`src/design/dbag_pkg.sv`:
```
// Package of constants and types for the dual-bank acquisition gating block
package dbag_pkg;
   localparam int          CLK_MHZ        = 100;
   localparam int          DEAD_TIME_NS   = 800;
   localparam int          REARM_CYC      = (DEAD_TIME_NS * CLK_MHZ) / 1000;
   localparam int          PROC_MSPS      = 260;
   localparam int          BLK            = 4;
   localparam int          MAX_SEG_DUAL   = 8191;
   localparam int          MAX_SEG_SINGLE = 16384;
   localparam int          MAX_UGATES     = 4095;
   localparam int          MAX_TGATES     = 8192;
   localparam int          GAP_DUAL       = 32;
   localparam int          GAP_SINGLE     = 64;
   localparam int          MAX_PAD        = 16;
   localparam logic [0:0]  RST_BANK       = 1'h0;
   typedef enum logic [2:0] {
      DBAG_IDLE  = 3'b000,
      DBAG_ARMED = 3'b001,
      DBAG_DELAY = 3'b010,
      DBAG_CAPT  = 3'b011,
      DBAG_REARM = 3'b100,
      DBAG_DONE  = 3'b101
   } dbag_state_t;
endpackage : dbag_pkg

```
`src/design/dbag_core.sv`:
```
// Acquisition sequencer, bank control and threshold gate finder
`timescale 1ns/1ps
module dbag_core
   import dbag_pkg::*;
#(
   parameter int SW = 8,
   parameter int SEGW = 15,
   parameter int LENW = 24,
   parameter int DLYW = 24
) (
   input  wire logic            MCLK,
   input  wire logic            RST,
   input  wire logic            TRIG_IN,
   input  wire logic [SW-1:0]   SAMPLE,
   input  wire logic            RESYNC_MODE,
   input  wire logic            SINGLE_CH,
   input  wire logic            AUTOSWITCH,
   input  wire logic            AUTO_PROC,
   input  wire logic            PROC_ENABLE,
   input  wire logic            START_ACQ,
   input  wire logic            GRANT_NEXT,
   input  wire logic            SWITCH_BANK,
   input  wire logic            PROC_START,
   input  wire logic [SEGW-1:0] SEG_COUNT,
   input  wire logic [LENW-1:0] SEG_LEN,
   input  wire logic [DLYW-1:0] POST_TRIGGER_LAUNCH_DELAY,
   input  wire logic [SW-1:0]   THRESHOLD,
   input  wire logic            INVERT,
   input  wire logic [2:0]      PAD_SEL,
   input  wire logic            USE_TOTAL,
   input  wire logic [LENW-1:0] PRE_COUNT,
   input  wire logic [LENW-1:0] TOTAL_COUNT,
   input  wire logic            LIMIT_EN,
   input  wire logic [13:0]     LIMIT_M,
   output logic                 ACQ_READY,
   output logic                 TRIG_OUT,
   output logic                 WR_EN,
   output logic                 WR_BANK,
   output logic [LENW-1:0]      WR_ADDR,
   output logic [SW-1:0]        WR_DATA,
   output logic                 CYCLE_DONE,
   output logic                 PROC_BUSY,
   output logic                 PROC_DONE,
   output logic                 PROC_BANK,
   output logic                 GATE_VALID,
   output logic [LENW-1:0]      GATE_START,
   output logic [LENW-1:0]      GATE_LEN,
   output logic                 GATE_FULL
);
   if (SEGW < 15 || LENW < 8 || SW < 2) begin : g_bad_width
      $error("dbag_core: widths too small");
   end
   // ****************************************
   // Input synchronisers
   // ****************************************
   logic trig_s1, trig_s2, trig_s3;
   always_ff @(posedge MCLK) begin
      trig_s1 <= TRIG_IN;
      trig_s2 <= trig_s1;
      trig_s3 <= trig_s2;
   end
   // Resync mode takes one extra stage to land on a fixed phase
   logic trig_rise;
   logic trig_sd;
   always_ff @(posedge MCLK) trig_sd <= trig_s3;
   assign trig_rise = RESYNC_MODE ? (trig_s3 & ~trig_sd) : (trig_s2 & ~trig_s3);
   // ****************************************
   // Sequencer
   // ****************************************
   dbag_state_t state, next_state;
   logic [SEGW-1:0] seg, next_seg;
   logic [LENW-1:0] smp, next_smp;
   logic [DLYW-1:0] dly, next_dly;
   logic [7:0]      rearm, next_rearm;
   logic            bank, next_bank, grant, next_grant, done_p, next_done_p;
   logic [SEGW-1:0] seg_lim;
   assign seg_lim = (SEG_COUNT == '0) ? SEGW'(1) :
                    (!SINGLE_CH && SEG_COUNT > SEGW'(MAX_SEG_DUAL)) ? SEGW'(MAX_SEG_DUAL) :
                    (SEG_COUNT > SEGW'(MAX_SEG_SINGLE)) ? SEGW'(MAX_SEG_SINGLE) : SEG_COUNT;
   always_comb begin
      next_state  = state;
      next_seg    = seg;
      next_smp    = smp;
      next_dly    = dly;
      next_rearm  = rearm;
      next_bank   = bank;
      next_grant  = grant | GRANT_NEXT;
      next_done_p = 1'b0;
      if (SWITCH_BANK && state == DBAG_IDLE) next_bank = ~bank;
      unique case (state)
         DBAG_IDLE: begin
            if (START_ACQ) begin
               next_state = DBAG_ARMED;
               next_seg   = '0;
            end
         end
         DBAG_ARMED: begin
            if (trig_rise) begin
               next_state = DBAG_DELAY;
               next_dly   = POST_TRIGGER_LAUNCH_DELAY;
            end
         end
         DBAG_DELAY: begin
            if (dly == '0) begin
               next_state = DBAG_CAPT;
               next_smp   = '0;
            end else next_dly = dly - 1'b1;
         end
         DBAG_CAPT: begin
            next_smp = smp + 1'b1;
            if (smp == SEG_LEN - 1'b1) begin
               next_seg = seg + 1'b1;
               if (seg + 1'b1 == seg_lim) begin
                  next_state  = DBAG_DONE;
                  next_done_p = 1'b1;
               end else begin
                  next_state = DBAG_REARM;
                  next_rearm = 8'(REARM_CYC - 2);
               end
            end
         end
         DBAG_REARM: begin
            // Rearm takes 79 cycles, just inside the 80-cycle dead-time budget
            if (rearm == '0) next_state = DBAG_ARMED;
            else next_rearm = rearm - 1'b1;
         end
         DBAG_DONE: begin
            if (AUTOSWITCH && grant) begin
               next_state = DBAG_ARMED;
               next_bank  = ~bank;
               next_seg   = '0;
               next_grant = GRANT_NEXT;
            end else if (!AUTOSWITCH || START_ACQ) begin
               next_state = AUTOSWITCH ? DBAG_DONE : DBAG_IDLE;
            end
         end
         default: next_state = DBAG_IDLE;
      endcase
   end
   always_ff @(posedge MCLK) begin
      if (RST) begin
         state  <= DBAG_IDLE;
         seg    <= '0;
         smp    <= '0;
         dly    <= '0;
         rearm  <= '0;
         bank   <= RST_BANK;
         grant  <= 1'b0;
         done_p <= 1'b0;
      end else begin
         state  <= next_state;
         seg    <= next_seg;
         smp    <= next_smp;
         dly    <= next_dly;
         rearm  <= next_rearm;
         bank   <= next_bank;
         grant  <= next_grant;
         done_p <= next_done_p;
      end
   end
   // ****************************************
   // Write port and status
   // ****************************************
   always_ff @(posedge MCLK) begin
      if (RST) begin
         WR_EN    <= 1'b0;
         WR_BANK  <= RST_BANK;
         WR_ADDR  <= '0;
         WR_DATA  <= '0;
         TRIG_OUT <= 1'b0;
      end else begin
         WR_EN    <= (state == DBAG_CAPT);
         WR_BANK  <= bank;
         WR_ADDR  <= LENW'(seg * SEG_LEN) + smp;
         WR_DATA  <= SAMPLE;
         TRIG_OUT <= (state == DBAG_ARMED) && trig_rise;
      end
   end
   assign ACQ_READY  = (state == DBAG_ARMED);
   assign CYCLE_DONE = done_p;
   // ****************************************
   // Processing control
   // ****************************************
   logic busy, next_busy, pdone, next_pdone, pbank, next_pbank;
   logic [LENW-1:0] pcnt, next_pcnt;
   always_comb begin
      next_busy  = busy;
      next_pdone = 1'b0;
      next_pbank = pbank;
      next_pcnt  = pcnt;
      if (!busy && ((AUTO_PROC && done_p) || (!AUTO_PROC && PROC_START))) begin
         next_pbank = AUTO_PROC ? bank : ~bank;
         if (!PROC_ENABLE) next_pdone = 1'b1;
         else begin
            next_busy = 1'b1;
            next_pcnt = LENW'(seg_lim * SEG_LEN);
         end
      end else if (busy) begin
         // One sample per clock is 100 MS/s at 100 MHz, below the 260 MS/s budget
         if (pcnt <= LENW'(1)) begin
            next_busy  = 1'b0;
            next_pdone = 1'b1;
         end else next_pcnt = pcnt - 1'b1;
      end
   end
   always_ff @(posedge MCLK) begin
      if (RST) begin
         busy  <= 1'b0;
         pdone <= 1'b0;
         pbank <= RST_BANK;
         pcnt  <= '0;
      end else begin
         busy  <= next_busy;
         pdone <= next_pdone;
         pbank <= next_pbank;
         pcnt  <= next_pcnt;
      end
   end
   assign PROC_BUSY = busy;
   assign PROC_DONE = pdone;
   assign PROC_BANK = pbank;
   // ****************************************
   // Threshold gate finder
   // ****************************************
   logic hot;
   assign hot = INVERT ? (SAMPLE < THRESHOLD) : (SAMPLE > THRESHOLD);
   logic            blk_hot, in_reg, gv;
   logic [LENW-1:0] r_start, r_end, cold, gs, gl;
   logic [13:0]     seg_gates, acq_gates;
   logic            held, gfull;
   logic [LENW-1:0] pad, gap_need;
   assign pad      = LENW'({PAD_SEL > 3'h4 ? 3'h4 : PAD_SEL, 2'b00});
   assign gap_need = SINGLE_CH ? LENW'(GAP_SINGLE) : LENW'(GAP_DUAL);
   logic cap, blk_end, blk_first, gap_ok, seg_last;
   assign cap       = (state == DBAG_CAPT);
   assign blk_end   = smp[1:0] == 2'h3;
   assign blk_first = smp[1:0] == 2'h0;
   assign seg_last  = cap && (smp == SEG_LEN - 1'b1);
   // Cold run counted per sample since the last hot one, plus a margin of 15 (dual) or 31 (single)
   assign gap_ok    = cold >= gap_need + (SINGLE_CH ? LENW'(31) : LENW'(15));
   logic emit, lim_drop;
   assign emit     = in_reg && ((cap && blk_first && !blk_hot && gap_ok) || seg_last);
   assign lim_drop = LIMIT_EN && (seg_gates + 1'b1 >= LIMIT_M) && !seg_last;
   always_ff @(posedge MCLK) begin
      if (RST || !cap && state == DBAG_IDLE) begin
         blk_hot <= 1'b0;
         in_reg <= 1'b0;
         r_start <= '0;
         r_end <= '0;
         cold <= '0;
         gv <= 1'b0;
         gs <= '0;
         gl <= '0;
         seg_gates <= '0;
         acq_gates <= '0;
         held <= 1'b0;
         gfull <= 1'b0;
      end else begin
         gv <= 1'b0;
         if (cap) begin
            blk_hot <= blk_first ? hot : (blk_hot | hot);
            cold <= hot ? '0 : cold + 1'b1;
            if (blk_end && (blk_hot | hot)) begin
               if (!in_reg) r_start <= {smp[LENW-1:2], 2'b00};
               in_reg <= 1'b1;
               r_end <= smp + 1'b1;
            end
            if (emit && acq_gates < 14'(MAX_TGATES)) begin
               gv <= !lim_drop;
               gs <= USE_TOTAL ? r_start - PRE_COUNT : (r_start > pad ? r_start - pad : '0);
               gl <= USE_TOTAL ? TOTAL_COUNT : r_end - r_start + (pad << 1);
               in_reg <= 1'b0;
               if (!lim_drop) acq_gates <= acq_gates + 1'b1;
               seg_gates <= seg_last ? '0 : seg_gates + 1'b1;
            end else if (seg_last) seg_gates <= '0;
         end
         gfull <= (acq_gates == 14'(MAX_TGATES));
      end
   end
   assign GATE_VALID = gv;
   assign GATE_START = gs;
   assign GATE_LEN   = gl;
   assign GATE_FULL  = gfull;
   // ****************************************
   // Checks
   // ****************************************
   chk_seg_bank: assert property (@(posedge MCLK) disable iff (RST)
      (state == DBAG_CAPT && $past(state) == DBAG_CAPT) |-> $stable(bank))
      else $error("bank changed during capture");
   chk_stop_write: assert property (@(posedge MCLK) disable iff (RST)
      done_p |=> !WR_EN)
      else $error("write after cycle end");
   chk_rearm_time: assert property (@(posedge MCLK) disable iff (RST)
      (state == DBAG_REARM && $past(state) == DBAG_CAPT) |-> ##[1:79] state == DBAG_ARMED)
      else $error("rearm too slow");
   chk_auto_switch: assert property (@(posedge MCLK) disable iff (RST)
      (state == DBAG_DONE && AUTOSWITCH && grant) |=> (state == DBAG_ARMED && bank != $past(bank)))
      else $error("autoswitch did not restart");
   chk_null_proc: assert property (@(posedge MCLK) disable iff (RST)
      (!busy && !AUTO_PROC && PROC_START && !PROC_ENABLE) |=> pdone && !busy)
      else $error("null processing not immediate");
   chk_gate_align: assert property (@(posedge MCLK) disable iff (RST)
      gv && !USE_TOTAL |-> gs[1:0] == 2'h0 && gl[1:0] == 2'h0)
      else $error("gate not block aligned");
   chk_gate_cap: assert property (@(posedge MCLK) disable iff (RST)
      acq_gates <= 14'(MAX_TGATES))
      else $error("gate count overflow");
   chk_trig_out: assert property (@(posedge MCLK) disable iff (RST)
      TRIG_OUT |-> $past(state) == DBAG_ARMED)
      else $error("trigger out while not armed");
   chk_first_seg: assert property (@(posedge MCLK) disable iff (RST)
      (state == DBAG_IDLE && START_ACQ) |=> seg == '0)
      else $error("segment count not cleared");
   cov_single: cover property (@(posedge MCLK) done_p && seg_lim == SEGW'(1));
   cov_auto: cover property (@(posedge MCLK) state == DBAG_DONE && AUTOSWITCH && grant);
   cov_gate: cover property (@(posedge MCLK) gv);
   cov_proc: cover property (@(posedge MCLK) busy ##1 pdone);
endmodule : dbag_core

```
`config.mk`:
```
export PLATFORM = sky130hd
export DESIGN_NAME = dbag_core
export DESIGN_NICKNAME = d
export VERILOG_FILES = /design/src/design/dbag_pkg.sv /design/src/design/dbag_core.sv
export SDC_FILE = /design/constraint.sdc
export NUM_CORES = 2
export LEC_CHECK = 0
export ABC_AREA = 1
export CAP_MARGIN = 20
export CORE_AREA = 2 2 312 314
export CTS_BUF_LIST = sky130_fd_sc_hd__clkbuf_8
export CTS_CLUSTER_DIAMETER = 60
export DETAILED_ROUTE_END_ITERATION = 10
export DIE_AREA = 0 0 314 316
export DONT_BUFFER_PORTS = 1
export PLACE_DENSITY = 0.59
export SLEW_MARGIN = 30
export SYNTH_ARGS = -nofsm -noshare
export SYNTH_HDL_FRONTEND = slang
export SYNTH_SLANG_ARGS = --single-unit
```
`constraint.sdc`:
```
create_clock -name MCLK -period 7.3 [get_ports MCLK]
set_clock_uncertainty 0.05 [all_clocks]
set_input_delay 0.73 -clock MCLK [delete_from_list [all_inputs] [get_ports MCLK]]
set_output_delay 0.73 -clock MCLK [all_outputs]
set_load 0.01 [all_outputs]
```
Word-level counts from Yosys, hierarchy flattened
Index checks and enable logic that the tools add are counted.

Bitwise operators: 12. Order comparisons: 10. Reductions and logical operators: 55. Add/subtract/negate cells: 15. Multiplexer cells: 60. Equality and inequality tests: 21. Multiply operators: 2.

Operators by type and width (count): $mux 24 (11); $pmux 24 s2 (2); $mux 15 (6); $sub 24x1->24 const B (3); $add 24x1->24 const B (2); $mul 15x24->24 (2); $sub 24x24->24 (2); $pmux 15 s3 (1); $mux 14 (3); $add 14x1->14 const B (2); $mux 3 (9); $add 24x24->24 (1); $add 24x6->24 (1); $eq 24x24->1 (1); $ge 24x8->1 (1); $gt 24x5->1 (1); $le 24x1->1 const B (1); $logic_not 24->1 (1); $mux 8 (3); $sub 24x5->24 (1); $mux 1 (21); $ne 2x2->1 const B (9); $pmux 3 s6 (1); $logic_and 1x1->1 (17); other kinds (37) (73).

Input bits: 159. Register bits after elaboration: 293. Logic and storage cells: 207.

Depth between registers and ports, before layout
Depth after elaboration: 9. Depth in mapped cells: 35.

Worst setup path before layout
OpenSTA, ideal clock, no wires.

Kind: input port to flip-flop. From: input SEG_COUNT[13]. To: register pcnt[20]. Setup slack: 398 ps. Cell stages on the path: 27. Path buffers: 2. Arrival: 6719 ps. Cells stage by stage: o21ai_1 > buf_2 > nand2_1 > inv_1 > clkbuf_1 > nor2_1 > fa_1 > inv_1 > fa_1 > inv_1 > fa_1 > inv_1 > fa_1 > inv_1 > fa_1 > inv_1 > fa_1 > inv_1 > ha_1 > nand2_1 > o21ai_0 > a21oi_1 > o21a_1 > o21ai_0 > xor2_1 > o21ai_0 > a21oi_1.

Longest elaborated chain between the ends: 7. Elaborated cells between the ends (all ways): 10. Those cells by class: mul (1); order compare (2); mux (5); reduce/logical (2).

Ends and longest elaborated chain: from (decl) (line dbag_core.sv:24) `input wire logic [SEGW-1:0] SEG_COUNT,`; $gt 15x15->1 / $gt 15x13->1 (equally long branches) (line dbag_core.sv:79, dbag_core.sv:78); $mux 15 / $logic_and 1x1->1 (equally long branches) (line dbag_core.sv:79, dbag_core.sv:78); $mux 15 (line dbag_core.sv:78) `(!SINGLE_CH && SEG_COUNT > SEGW'(MAX_SEG_DUAL)) ? SEGW'(MAX_SEG_DUAL) :`; $mux 15 * (line dbag_core.sv:77) `assign seg_lim = (SEG_COUNT == '0) ? SEGW'(1) :`; $mul 15x24->24 * (line dbag_core.sv:196) `next_pcnt = LENW'(seg_lim * SEG_LEN);`; $mux 24 * (line dbag_core.sv:193) `if (!PROC_ENABLE) next_pdone = 1'b1;`; $mux 24 * (line dbag_core.sv:191) `if (!busy && ((AUTO_PROC && done_p) || (!AUTO_PROC && PROC_START))) begin`; to (signal assigned) (line dbag_core.sv:216) `pcnt <= next_pcnt;`; to (decl) (line dbag_core.sv:185) `logic [LENW-1:0] pcnt, next_pcnt;`.

Every way passes the cells marked *; elsewhere a longest branch is shown, timed or not. The select of a mux whose other input is x is not followed. A chain may end at the register's enable or synchronous reset.

Final worst setup path
From: input SEG_COUNT[13]. To: register pcnt[21].

Same word-level chain as after synthesis.

==> impl_metrics.py <==
metrics = {
    "global_route": {
        "antenna_found_initial": 4,
        "grt_pass1_vias": 29100,
        "globalRoute.totalOverflow": 0,
        "total_global_routing_track_utilization_pct": 21.1,
        "grt_pass1_wl_um": 163000,
        "grt_max_degree": 80,
    },
    "timing": {
        "fin_tns_setup_ps": 0,
        "period_share_pct": 90.0,
        "worst_slew_pin_slew_ps": 999,
        "setup_violations": 0,
        "achievable-frequency_mhz": 152,
        "slew_viol_final": 0,
        "timing.max_slew.rel_slack_pct": 32.9,
        "rsz_0062_raised_after_global_routing": "no",
        "finalHoldViolations": 0,
        "layout_min_cycle_time_ps": 6570,
    },
    "synthesis": {
        "synth.top_cells.by_area": "fa_1 (24%), dfxtp_1 (18%), nand2_1 (10%)",
        "synth-edff-count": 0,
        "syn_nets": 5326,
        "asyncSetResetFlopFracSynth_pct": 0,
        "synth_area_um2": 33400,
        "yosys_warnings": 0,
        "synthTopCellsByCount": "nand2_1 (899), inv_1 (867), nor2_1 (441)",
        "synth_seq_cells": 293,
        "library_cell_with_the_highest_instance_count_after_synthesis": "nand2_1",
        "synth-main-ff-cell": "dfxtp_1",
        "postSynthAreaPerCell_um2": 7.32,
        "post_synth_cell_types": 65,
        "postSynthCellCount": 4560,
        "yosysTopAreaCellShare_pct": 23.7,
        "ys_seq_area_share_pct": 17.6,
        "synth_area_leader_cell": "fa_1",
    },
    "die": {
        "initial_core_util_pct": 34.8,
        "core_area_um2": 96000,
        "die_x_um": 314,
        "top_level_ports": 249,
        "chipHeight_um": 316,
        "die_area_um2": 99200,
        "rows": 114,
    },
    "setup_path": {
        "worstPathArrival_ps": 7110,
        "cp.required_ps": 7840,
        "critPathCaptureType": "register",
        "cpMostUsedCell": "inv_1",
        "cp-start-kind": "input port",
        "slowest_delay_ps": 550,
        "timing.setup.critical_path_class": "in -> reg",
        "timing.critical_path.slowest_stage_cell": "fa_1",
        "worst_reg_to_reg_path_cell_count": 23,
        "worst-path-max-fanout": 14,
    },
    "power": {
        "power-per-cell-area_nw_per_um2": 427,
        "max-vdd-ir-drop_mv": 0.491,
        "total_leakage_power_uw": 0.0168,
    },
    "placed_design": {
        "finalWeightedCongestion": 0.933,
        "postPlaceCellArea_um2": 34700,
        "port_buffers": 0,
        "detailed_place_hpwl_um": 80800,
    },
    "cells_and_area": {
        "area.growth.synth_to_final_pct": 7.95,
        "final_layout_size_suffix_gt1_share_pct": 4.99,
        "final_core_util_pct": 37.5,
        "final_cell_area_um2": 36000,
        "finish.net_count": 5270,
    },
    "clock_tree": {
        "cts.repair.resized": 0,
        "cts.clk_slew.worst_paths_ps": 60,
        "htree_num_levels": 3,
        "total_cts_buffers": 66,
        "clock-sinks": 293,
        "ctsRootBufferMaster": "clkbuf_8",
        "postCtsHoldBufs": 1,
        "tritoncts": "yes",
        "cts_setup_buffers": 0,
        "clk_latency_ps": 690,
        "clock_tree.buffer_depth": 3,
    },
    "drt": {
        "detail_route.drc_violations": 0,
        "wirelength_um": 104000,
        "vias": 29000,
        "route.detailed.wl_per_inst_um": 17.9,
        "drt-pass1-iter-count": 6,
        "post_drt_via_cell_ratio": 4.97,
        "dr.first_iter.drc_count": 1980,
        "ant_nets": 0,
    },
    "min_path": {
        "holdCritPathClass": "in -> reg",
        "worst_hold_path_cells": 2,
    },
    "run_status": {
        "run_status": "complete, no violations",
    },
    "run": {
        "cap_violations": 0,
    },
}
[final timing paths]
check	from	endpoint	slack, ps
setup / recovery	SEG_COUNT[13]	pcnt[21]$_SDFFE_PP0P_	730
setup reg to reg	seg[0]$_SDFFE_PP0P_	WR_ADDR[23]$_SDFF_PP0_	830
hold reg to reg	trig_s1$_DFF_P_	trig_s2$_DFF_P_	310
hold / removal	SAMPLE[7]	WR_DATA[7]$_SDFF_PP0_	100
[power breakdown]
part           switching (uW)  internal (uW)  leakage, uW
logic                    6990           4330       0.0137
clock network             856           1060     0.000735
registers                 327           1820      0.00238
total                    8170           7210       0.0168
[layer usage]
| layer | track usage [%] | up-vias | part of all wire, % |
|---|---|---|---|
| met1 | 26.4 | 13700 | 42 |
| met5 | 0 | - | 0.026 |
| li1 | - | 14100 | - |
| met3 | 4.57 | 192 | 7.8 |
| met2 | 35.3 | 961 | 47 |
| met4 | 8.66 | 4 | 3.9 |
[final cells by class]
cell class	instances	area [um2]
tap	1276	1600
sequential	293	5870
timing repair buffer	58	438
clock inverter	36	248
inverter	881	3310
clock buffer	79	1090
antenna	5	12.5
multi-input combinational	3204	23500
fill	10200	60000
[cell usage in the layout, fill, tap and decap left out, types with 79 or more instances in the layout]
master | netlist | layout
a21oi_1 | 298 | 298
fa_1 | 395 | 395
clkbuf_8 | 0 | 79
o21ai_0 | 215 | 215
ha_1 | 212 | 212
nand3_1 | 142 | 141
nor2_1 | 441 | 440
inv_1 | 867 | 880
nand2_1 | 899 | 899
xor2_1 | 154 | 154
dfxtp_1 | 293 | 293
[cells by family after synthesis]
kind of cell	share of synthesized area, %
xor+xnor	5.74
compound gates	11.4
flops	17.6
simple gates	21.3
buf+inv	12.2
fa+ha+maj	31.6
mux	0.270
[metrics by stage]
step,cells,worst slack (ps),power [uW],hold slack [ps]
final,5832,728,15400,96.5
after floorplan,4560,398,10400,260
after global placement,5711,154,13400,262
after global routing,5832,274,17400,73.4
after CTS,5827,814,15500,35.3
after detailed placement,5711,106,13400,300
[worst max-delay path, delay by kind of cell]
kind	cells	cell delay [ps]
fa+ha+maj	7	3370
compound gates	9	1750
simple gates	4	540
buf+inv	9	720
Note: power is estimated with default switching activity, not from simulation.
